`config.mk`:
```
export PLATFORM = sky130hd
export DESIGN_NAME = api_response_status_framer
export DESIGN_NICKNAME = d
export VERILOG_FILES = /design/src/core/framer_pkg.sv /design/src/core/byte_stream_if.sv /design/src/core/byte_fifo.sv /design/src/core/api_response_status_framer.sv
export SDC_FILE = /design/constraint.sdc
export NUM_CORES = 1
export LEC_CHECK = 0
export BUFFER_PORTS_ARGS = -buffer_cell sky130_fd_sc_hd__buf_2
export CORE_MARGIN = 2
export CORE_UTILIZATION = 43
export CTS_CLUSTER_DIAMETER = 100
export CTS_CLUSTER_SIZE = 28
export DETAILED_ROUTE_END_ITERATION = 12
export SETUP_SLACK_MARGIN = 0.5
export SLEW_MARGIN = 20
export SYNTH_ARGS = -nofsm -noshare
export SYNTH_HDL_FRONTEND = slang
export SYNTH_SLANG_ARGS = --single-unit
```
`constraint.sdc`:
```
create_clock -name clock_i -period 6.24 [get_ports clock_i]
set_input_delay 1.56 -clock clock_i [delete_from_list [all_inputs] [get_ports clock_i]]
set_output_delay 1.56 -clock clock_i [all_outputs]
set_load 0.05 [all_outputs]
```
`src/core/framer_pkg.sv`:
```
// ============================================================
// shared constants for the serial api frame builder
// ============================================================
// holds frame layout, type codes, status encodings and fifo sizing.
// assumes nothing beyond a systemverilog compiler.
package framer_pkg;

  // ============================================================
  // framing
  // ============================================================
  localparam logic [7:0]  FRAME_DELIM      = 8'h7e;
  localparam logic [7:0]  CSUM_BASE        = 8'hff;
  localparam logic [7:0]  TYPE_CMD_RSP     = 8'h88;
  localparam logic [7:0]  TYPE_MODEM_STAT  = 8'h8a;
  localparam logic [7:0]  FRAME_ID_NONE    = 8'h00;

  // ============================================================
  // length field values (bytes between length and checksum)
  // ============================================================
  localparam logic [15:0] LEN_CMD_RSP_BASE = 16'h0005;
  localparam logic [15:0] LEN_MODEM_STAT   = 16'h0002;

  // body byte positions after the type byte, for a command response
  localparam int          BODY_ID_POS      = 0;
  localparam int          BODY_CMD_HI_POS  = 1;
  localparam int          BODY_CMD_LO_POS  = 2;
  localparam int          BODY_STATUS_POS  = 3;
  localparam int          BODY_HDR_BYTES   = 4;

  // ============================================================
  // command response status byte
  // ============================================================
  localparam logic [7:0]  CMD_OK           = 8'h00;
  localparam logic [7:0]  CMD_ERROR        = 8'h01;
  localparam logic [7:0]  CMD_BAD_COMMAND  = 8'h02;
  localparam logic [7:0]  CMD_BAD_PARAM    = 8'h03;
  localparam logic [7:0]  CMD_TX_FAILURE   = 8'h04;

  // ============================================================
  // modem status codes
  // ============================================================
  localparam logic [7:0]  STAT_HW_RESET    = 8'h00;
  localparam logic [7:0]  STAT_WDOG_RESET  = 8'h01;
  localparam logic [7:0]  STAT_JOINED      = 8'h02;
  localparam logic [7:0]  STAT_DISASSOC    = 8'h03;
  localparam logic [7:0]  STAT_COORD_START = 8'h06;
  localparam logic [7:0]  STAT_KEY_UPDATE  = 8'h07;
  localparam logic [7:0]  STAT_SUPPLY_LIM  = 8'h0d;
  localparam logic [7:0]  STAT_CFG_IN_JOIN = 8'h11;
  localparam logic [7:0]  STAT_STACK_ERR   = 8'h80;

  // ============================================================
  // sizing
  // ============================================================
  localparam int          BYTE_W           = 8;
  localparam int          FIFO_DEPTH       = 16;
  localparam int          MAX_VALUE_BYTES  = 8;

  typedef enum logic [2:0] {
    ST_IDLE,
    ST_DELIM,
    ST_LEN_HI,
    ST_LEN_LO,
    ST_TYPE,
    ST_BODY,
    ST_CSUM
  } frame_state_t;

  // one's complement style frame checksum over the running sum
  function automatic logic [7:0] frame_csum(input logic [7:0] sum);
    return CSUM_BASE - sum;
  endfunction

endpackage

```
`src/core/byte_stream_if.sv`:
```
// ============================================================
// byte stream carrier between framer and output fifo
// ============================================================
// valid/ready handshake; a byte moves on a clock edge with both high.
// assumes both ends share one clock.
interface byte_stream_if #(
  parameter int WIDTH = 8
);
  logic [WIDTH-1:0] data;
  logic             valid;
  logic             ready;

  modport source (output data, output valid, input ready);
  modport sink   (input data, input valid, output ready);
endinterface

```
`src/core/byte_fifo.sv`:
```
// ============================================================
// synchronous fifo with registered read data
// ============================================================
// holds DEPTH words in memory plus one output register.
// assumes one clock and an asynchronous active-low reset.
module byte_fifo #(
  parameter int WIDTH = 8,
  parameter int DEPTH = 16
) (
  // clock and reset
  input  wire logic     clock_i,
  input  wire logic     reset_n_i,
  // streams
  byte_stream_if.sink   wr,
  byte_stream_if.source rd
);
  localparam int AW = $clog2(DEPTH);
  localparam logic [AW:0] FULL_COUNT = AW'(DEPTH) == '0 ? {1'b1, {AW{1'b0}}} : (AW+1)'(DEPTH);

  logic [WIDTH-1:0] mem [DEPTH];
  logic [AW-1:0]    wr_ptr_reg;
  logic [AW-1:0]    wr_ptr_next;
  logic [AW-1:0]    rd_ptr_reg;
  logic [AW-1:0]    rd_ptr_next;
  logic [AW:0]      count_reg;
  logic [AW:0]      count_next;
  logic [WIDTH-1:0] out_data_reg;
  logic [WIDTH-1:0] out_data_next;
  logic             out_valid_reg;
  logic             out_valid_next;
  logic             push;
  logic             pop;

  // ready is honest full: back-pressure reaches the framer
  assign wr.ready = (count_reg != FULL_COUNT);
  assign rd.data  = out_data_reg;
  assign rd.valid = out_valid_reg;
  assign push     = wr.valid && wr.ready;
  // refill output register when empty or being taken
  assign pop      = (count_reg != '0) && (!out_valid_reg || rd.ready);

  always_comb begin
    wr_ptr_next    = push ? wr_ptr_reg + 1'b1 : wr_ptr_reg;
    rd_ptr_next    = pop ? rd_ptr_reg + 1'b1 : rd_ptr_reg;
    count_next     = count_reg + (AW+1)'(push) - (AW+1)'(pop);
    out_data_next  = pop ? mem[rd_ptr_reg] : out_data_reg;
    out_valid_next = pop ? 1'b1 : (rd.ready ? 1'b0 : out_valid_reg);
  end

  always_ff @(posedge clock_i) begin
    if (push) begin
      mem[wr_ptr_reg] <= wr.data;
    end
  end

  always_ff @(posedge clock_i or negedge reset_n_i) begin
    if (!reset_n_i) begin
      wr_ptr_reg    <= '0;
      rd_ptr_reg    <= '0;
      count_reg     <= '0;
      out_data_reg  <= '0;
      out_valid_reg <= 1'b0;
    end else begin
      wr_ptr_reg    <= wr_ptr_next;
      rd_ptr_reg    <= rd_ptr_next;
      count_reg     <= count_next;
      out_data_reg  <= out_data_next;
      out_valid_reg <= out_valid_next;
    end
  end
endmodule

```
`src/core/api_response_status_framer.sv`:
```
// ============================================================
// serial api frame builder: command responses and modem status
// ============================================================
// builds delimited, length-prefixed, checksummed frames into a byte fifo.
// assumes a serial transmitter drains tx_* and command/status logic
// on the same clock presents requests with valid/ready.
//
// Overview of operation
// - frame opens with 0x7e, then a two-byte length, high byte first
// - last byte is 0xff minus the low byte sum from type byte onward
// - a processed command yields a response frame of type 0x88
// - one request yields at most one response frame, even with a repeated identifier
// - byte four of the response echoes the request identifier
// - a request with identifier zero produces no response frame
// - bytes five and six repeat the two command characters in order
// - status byte seven: ok, error, bad command, bad parameter, tx failure
// - queried value follows status; omitted on writes, length shrinks to match
// - device-initiated status frame has type 0x8a and length two
// - status code at byte four carries the documented condition codes
module api_response_status_framer
  import framer_pkg::*;
#(
  parameter int VALUE_BYTES = framer_pkg::MAX_VALUE_BYTES,
  parameter int DEPTH       = framer_pkg::FIFO_DEPTH
) (
  // clock and reset
  input  wire logic                               clock_i,
  input  wire logic                               reset_n_i,
  // command response request
  input  wire logic                               rsp_valid_i,
  output logic                                    rsp_ready_o,
  input  wire logic [framer_pkg::BYTE_W-1:0]      rsp_frame_id_i,
  input  wire logic [framer_pkg::BYTE_W-1:0]      rsp_cmd_hi_i,
  input  wire logic [framer_pkg::BYTE_W-1:0]      rsp_cmd_lo_i,
  input  wire logic [framer_pkg::BYTE_W-1:0]      rsp_status_i,
  input  wire logic                               rsp_is_write_i,
  input  wire logic [3:0]                         rsp_value_len_i,
  input  wire logic [VALUE_BYTES*8-1:0]           rsp_value_i,
  // modem status request
  input  wire logic                               stat_valid_i,
  output logic                                    stat_ready_o,
  input  wire logic [framer_pkg::BYTE_W-1:0]      stat_code_i,
  // serial byte output
  output logic [framer_pkg::BYTE_W-1:0]           tx_data_o,
  output logic                                    tx_valid_o,
  input  wire logic                               tx_ready_i,
  // event pulses
  output logic                                    frame_done_o,
  output logic                                    rsp_dropped_o
);
  import framer_pkg::*;

  localparam int BODY_BYTES = BODY_HDR_BYTES + VALUE_BYTES;
  localparam int IDX_W      = $clog2(BODY_BYTES + 1);
  // a status frame carries only the code after its type byte
  localparam int STAT_BODY_BYTES = 1;

  // ============================================================
  // state
  // ============================================================
  frame_state_t          state_reg;
  frame_state_t          state_next;
  logic [15:0]           len_reg;
  logic [15:0]           len_next;
  logic [7:0]            type_reg;
  logic [7:0]            type_next;
  logic [BODY_BYTES*8-1:0] body_reg;
  logic [BODY_BYTES*8-1:0] body_next;
  logic [IDX_W-1:0]      body_cnt_reg;
  logic [IDX_W-1:0]      body_cnt_next;
  logic [IDX_W-1:0]      idx_reg;
  logic [IDX_W-1:0]      idx_next;
  logic [7:0]            sum_reg;
  logic [7:0]            sum_next;
  logic                  rsp_ready_reg;
  logic                  rsp_ready_next;
  logic                  stat_ready_reg;
  logic                  stat_ready_next;
  logic                  done_reg;
  logic                  done_next;
  logic                  dropped_reg;
  logic                  dropped_next;

  logic [7:0]            cur_byte;
  logic                  fire;
  logic                  take_rsp;
  logic                  take_stat;
  logic [IDX_W-1:0]      value_cnt;

  byte_stream_if #(.WIDTH(BYTE_W)) fifo_in ();
  byte_stream_if #(.WIDTH(BYTE_W)) fifo_out ();

  // ============================================================
  // output buffer
  // ============================================================
  byte_fifo #(
    .WIDTH (BYTE_W),
    .DEPTH (DEPTH)
  ) u_fifo (
    .clock_i   (clock_i),
    .reset_n_i (reset_n_i),
    .wr        (fifo_in.sink),
    .rd        (fifo_out.source)
  );

  assign fifo_in.data   = cur_byte;
  assign fifo_in.valid  = (state_reg != ST_IDLE);
  assign fifo_out.ready = tx_ready_i;
  assign fire           = fifo_in.valid && fifo_in.ready;

  // status wins when both wait: it is short and rare
  assign take_stat = stat_valid_i && stat_ready_reg;
  assign take_rsp  = rsp_valid_i && rsp_ready_reg && !stat_valid_i;

  // ============================================================
  // value length
  // ============================================================
  // a value longer than the port is clipped to the port's size;
  // a write answers with no value at all, so the length shrinks
  function automatic logic [IDX_W-1:0] clip_value_len(
    input logic       is_write,
    input logic [3:0] req_len
  );
    logic [IDX_W-1:0] n;
    n = IDX_W'(req_len);
    if (is_write) begin
      n = '0;
    end else if (n > IDX_W'(VALUE_BYTES)) begin
      n = IDX_W'(VALUE_BYTES);
    end
    return n;
  endfunction

  assign value_cnt = clip_value_len(rsp_is_write_i, rsp_value_len_i);

  // ============================================================
  // byte selection
  // ============================================================
  always_comb begin
    cur_byte = '0;
    unique case (state_reg)
      ST_IDLE:   cur_byte = '0;
      ST_DELIM:  cur_byte = FRAME_DELIM;
      ST_LEN_HI: cur_byte = len_reg[15:8];
      ST_LEN_LO: cur_byte = len_reg[7:0];
      ST_TYPE:   cur_byte = type_reg;
      ST_BODY:   cur_byte = body_reg[idx_reg*8 +: 8];
      ST_CSUM:   cur_byte = frame_csum(sum_reg);
    endcase
  end

  // ============================================================
  // framing sequence
  // ============================================================
  always_comb begin
    state_next    = state_reg;
    len_next      = len_reg;
    type_next     = type_reg;
    body_next     = body_reg;
    body_cnt_next = body_cnt_reg;
    idx_next      = idx_reg;
    sum_next      = sum_reg;
    done_next     = 1'b0;
    dropped_next  = 1'b0;
    unique case (state_reg)
      ST_IDLE: begin
        if (take_stat) begin
          type_next     = TYPE_MODEM_STAT;
          len_next      = LEN_MODEM_STAT;
          body_next     = '0;
          // any code passes through unchanged, known or not
          body_next[7:0] = stat_code_i;
          body_cnt_next = IDX_W'(STAT_BODY_BYTES);
          state_next    = ST_DELIM;
        end else if (take_rsp) begin
          if (rsp_frame_id_i == FRAME_ID_NONE) begin
            dropped_next = 1'b1;
          end else begin
            type_next = TYPE_CMD_RSP;
            body_next = '0;
            body_next[BODY_ID_POS*8 +: 8]     = rsp_frame_id_i;
            body_next[BODY_CMD_HI_POS*8 +: 8] = rsp_cmd_hi_i;
            body_next[BODY_CMD_LO_POS*8 +: 8] = rsp_cmd_lo_i;
            body_next[BODY_STATUS_POS*8 +: 8] = rsp_status_i;
            body_next[BODY_HDR_BYTES*8 +: VALUE_BYTES*8] = rsp_value_i;
            body_cnt_next = IDX_W'(BODY_HDR_BYTES) + value_cnt;
            len_next      = LEN_CMD_RSP_BASE + 16'(value_cnt);
            state_next    = ST_DELIM;
          end
        end
      end
      ST_DELIM: begin
        if (fire) begin
          state_next = ST_LEN_HI;
        end
      end
      ST_LEN_HI: begin
        if (fire) begin
          state_next = ST_LEN_LO;
        end
      end
      ST_LEN_LO: begin
        if (fire) begin
          state_next = ST_TYPE;
        end
      end
      ST_TYPE: begin
        if (fire) begin
          sum_next   = type_reg;
          idx_next   = '0;
          state_next = ST_BODY;
        end
      end
      ST_BODY: begin
        if (fire) begin
          sum_next = sum_reg + cur_byte;
          idx_next = idx_reg + 1'b1;
          if (idx_reg + 1'b1 == body_cnt_reg) begin
            state_next = ST_CSUM;
          end
        end
      end
      ST_CSUM: begin
        if (fire) begin
          done_next  = 1'b1;
          state_next = ST_IDLE;
        end
      end
    endcase
    // accept a new request only while idle; each request with a nonzero
    // identifier, even a repeated one, gets its own frame
    rsp_ready_next  = (state_next == ST_IDLE) && !take_rsp && !take_stat;
    stat_ready_next = (state_next == ST_IDLE) && !take_rsp && !take_stat;
  end

  always_ff @(posedge clock_i or negedge reset_n_i) begin
    if (!reset_n_i) begin
      state_reg      <= ST_IDLE;
      len_reg        <= '0;
      type_reg       <= '0;
      body_reg       <= '0;
      body_cnt_reg   <= '0;
      idx_reg        <= '0;
      sum_reg        <= '0;
      rsp_ready_reg  <= 1'b0;
      stat_ready_reg <= 1'b0;
      done_reg       <= 1'b0;
      dropped_reg    <= 1'b0;
    end else begin
      state_reg      <= state_next;
      len_reg        <= len_next;
      type_reg       <= type_next;
      body_reg       <= body_next;
      body_cnt_reg   <= body_cnt_next;
      idx_reg        <= idx_next;
      sum_reg        <= sum_next;
      rsp_ready_reg  <= rsp_ready_next;
      stat_ready_reg <= stat_ready_next;
      done_reg       <= done_next;
      dropped_reg    <= dropped_next;
    end
  end

  // ============================================================
  // outputs
  // ============================================================
  assign rsp_ready_o   = rsp_ready_reg;
  assign stat_ready_o  = stat_ready_reg;
  assign tx_data_o     = fifo_out.data;
  assign tx_valid_o    = fifo_out.valid;
  assign frame_done_o  = done_reg;
  assign rsp_dropped_o = dropped_reg;

endmodule

```
==> metrics.txt <==
status completed; largest net degree at the start of global routing 91; cell repeated most along the worst path o21ai_1; first-pass detailed-route iteration total 5; DR iter-0 viols between 500 and 600; Synth Cell Area roughly 0.012 sq mm; Warnings, synthesis 0; first-pass GRT wire length about 44,000 um; commonest non-fill, non-tap cells in the layout nand2_1, dfrtp_1, edfxtp_1; Worst Skew roughly 0.024 ns; GRT met3 Usage under 10%; Final min period ~4.3 ns; Starting Density roughly 43%; Most used DFF post-synth dfrtp_1; Worst-Skew Late Latency 0.49 ns; gr usage total 18.42%; postcts setup bufs 0; Num CTS Buffers 13; final setup vio count 0; port bufs around 130; io pins between 100 and 150; Final Cycle Share 68.56%; Die Wd around 170 um; CTS Hold Bufs 0; Pint between 4 and 5 mW; WHS Endpoint len_reg[4]; clk sink count 275; Logic pwr share a little under two fifths; placer congestion estimate around 0.75; initial antenna violation count 0; Synth area leaders edfxtp_1, dfrtp_1, mux4_2; busiest grt layer met2; CP required 6.63 ns; number of global-route vias before repair ~7,800; f_max approximately 0.23 GHz; Unique masters post-synth 57; Avg WL per Cell about 19 um; final hold vios 0; CP max stage cell dfrtp_2; max incr delay on CP between 0.9 and 1 ns; Seq/Total Area, Yosys 60.65%; maximum vdd ir drop ~0.00019 V; post-DP HPWL around 19,000 um; Fin Setup TNS 0 ns; beginning of the worst hold path len_reg[4]; critical path cell sequence mux4_1, mux2i_1, a2bb2oi_1, a21oi_1, o21ai_1, o21ai_1, ha_1, nor2b_1, o21ai_1, a21boi_1, o21a_1, or3_1, a32o_1; Sw Ratio 36.46%; core area between 0.02 and 0.03 sq mm; post-CTS sizing 0; Pwr Total between 6 and 7 mW; Via-to-Cell Ratio approximately 5.2; antenna viol nets, final 0; crit end category flop; die height around 170 um; Max Transition Viols Final 0; area leader, netlist edfxtp_1; CP startpoint kind flop; reg2reg start idx_reg[0]; Area after DPL ~0.013 sq mm; H-tree levels 1; actual slew at the worst max-slew pin 1.066 ns; # DRC 0; pwr dens 489.8 mW/mm^2; share of the synthesized area in the top cell type about 31%; DR vias between 7,000 and 8,000; met1 Use GR between 20% and 30%; die area approximately 0.030 sq mm; share of layout cells above drive strength 1 22.33%; Synth Instances 990; async set or reset register ratio after synthesis a little over half; flip-flop count of the largest register after layout around 130; Mapped Nets around 1,100; Area Growth Syn to Fin 11.00%; # diodes 0; Clock Power Share 14.1%; MaxCap Viol Count 0; Critical Path Fanout Max 31; unrepaired setup endpoints after global routing no; register share of total power 47.7%; Hold Path Class flop to flop; LEAKAGE around 5.8 nW; CTS tree yes; crit path kind flop to flop; Mean Syn Cell Area roughly 13 sq um; total wire length between 20,000 and 30,000 um; Clk pin slew, worst setup/hold paths between 0.1 and 0.15 ns; GR Util met2 31.16%; Net Sw Power between 2 and 2.5 mW; Final nets about 1,200; CTS Root Cell clkbuf_16; gr ovfl total 0; internal reg-to-reg setup slack roughly 2.0 ns; commonest non-fill, non-tap cell in the layout nand2_1; relative slew slack between 20% and 30%; capturing point of the worst reg2reg path sum_reg[6]; hold depth 2; crit path DAT between 4 and 5 ns; Post-synth EDFFs roughly 130; number of synthesized register bits around 280; fin area 0.01377 sq mm; Max clock buf depth 3; number of core rows 62; Worst Reg2Reg Path Length in Cells 13
through the flow:
step | instances | utilization [%] | setup WS, ns | hold slack [ns]
final | 1472 | 48.22 | 1.962 | 0.4870
after global routing | 1472 | 48.22 | 1.496 | 0.5149
after CTS | 1472 | 48.18 | 1.891 | 0.4925
after detailed placement | 1452 | 46.91 | 1.901 | 0.4666
after global placement | 1452 | 46.91 | 1.975 | 0.4620
after floorplan | 990 | - | 2.615 | 0.4407
Yosys cell counts (4+ instances only):
library cell  number
a21oi_1           24
mux2_2             9
buf_4              5
nor2_1            34
buf_1             12
edfxtp_1         128
clkbuf_1          29
xor2_1             5
nor2b_1           11
mux2i_1           17
nand2_1          233
inv_1             22
xnor2_1           14
buf_2             16
ha_1              22
dfrtp_1          147
nand2b_1           4
o31ai_1            5
nand3_1            7
mux4_2            61
o21ai_1          109
o21ai_0           15
nor4_1             4
nor3_1             8
worst max path at each step:
stage / startpoint / end / slack, ns / cells past startpoint
final: idx_reg[0] / sum_reg[6] / 1.96 / 13
after detailed placement: idx_reg[0] / sum_reg[6] / 1.90 / 14
after CTS: idx_reg[0] / sum_reg[6] / 1.89 / 13
after floorplan: tx_ready_i / u_fifo.count_reg[4] / 2.61 / 13
after global routing: idx_reg[0] / sum_reg[6] / 1.50 / 13
after global placement: idx_reg[0] / sum_reg[6] / 1.97 / 13
per-layer routing:
metal / vias up / share of wire, %
met5: - / 0
met4: 0 / 1.4
met3: 22 / 3.5
met2: 157 / 49
met1: 3767 / 46
li1: 3716 / -
area by class of cell:
| type | count | area, sq um |
|---|---|---|
| Timing Repair Buffer | 143 | 777.0 |
| Tap cell | 384 | 480.5 |
| Fill cell | 2627 | 14780 |
| Inverter | 23 | 86.33 |
| Sequential cell | 275 | 7526 |
| Clock buffer | 18 | 344.1 |
| Multi-Input combinational cell | 627 | 4537 |
| Clock inverter | 2 | 16.27 |
power by group through the flow:
stage / combinational (mW) / sequential, mW / clock [mW]
final: 2.58 / 3.21 / 0.949
after global routing: 2.90 / 3.31 / 1.04
after CTS: 2.62 / 3.23 / 0.981
after detailed placement: 2.61 / 3.27 / 0
after global placement: 2.55 / 3.25 / 0
after floorplan: 2.03 / 3.07 / 0
logic make-up after synthesis:
kind of cell	share of synthesized area [%]
muxes	13.48
and+or+nand+nor	10.47
AOI/OAI and AO/OA	8.181
xor gates and xnor gates	1.523
adders and majority gates	2.542
buffers and inverters	3.157
DFF	60.65
critical path, delay by kind of cell (launching register included):
kind	cells	cell delay, ns
flip-flops	1	0.98
AND/OR/NAND/NOR	2	0.45
adder cells (fa/ha/maj)	1	0.46
AO/OA/AOI/OAI	8	1.46
multiplexers	2	0.78
(Power assumes the default switching activity.)
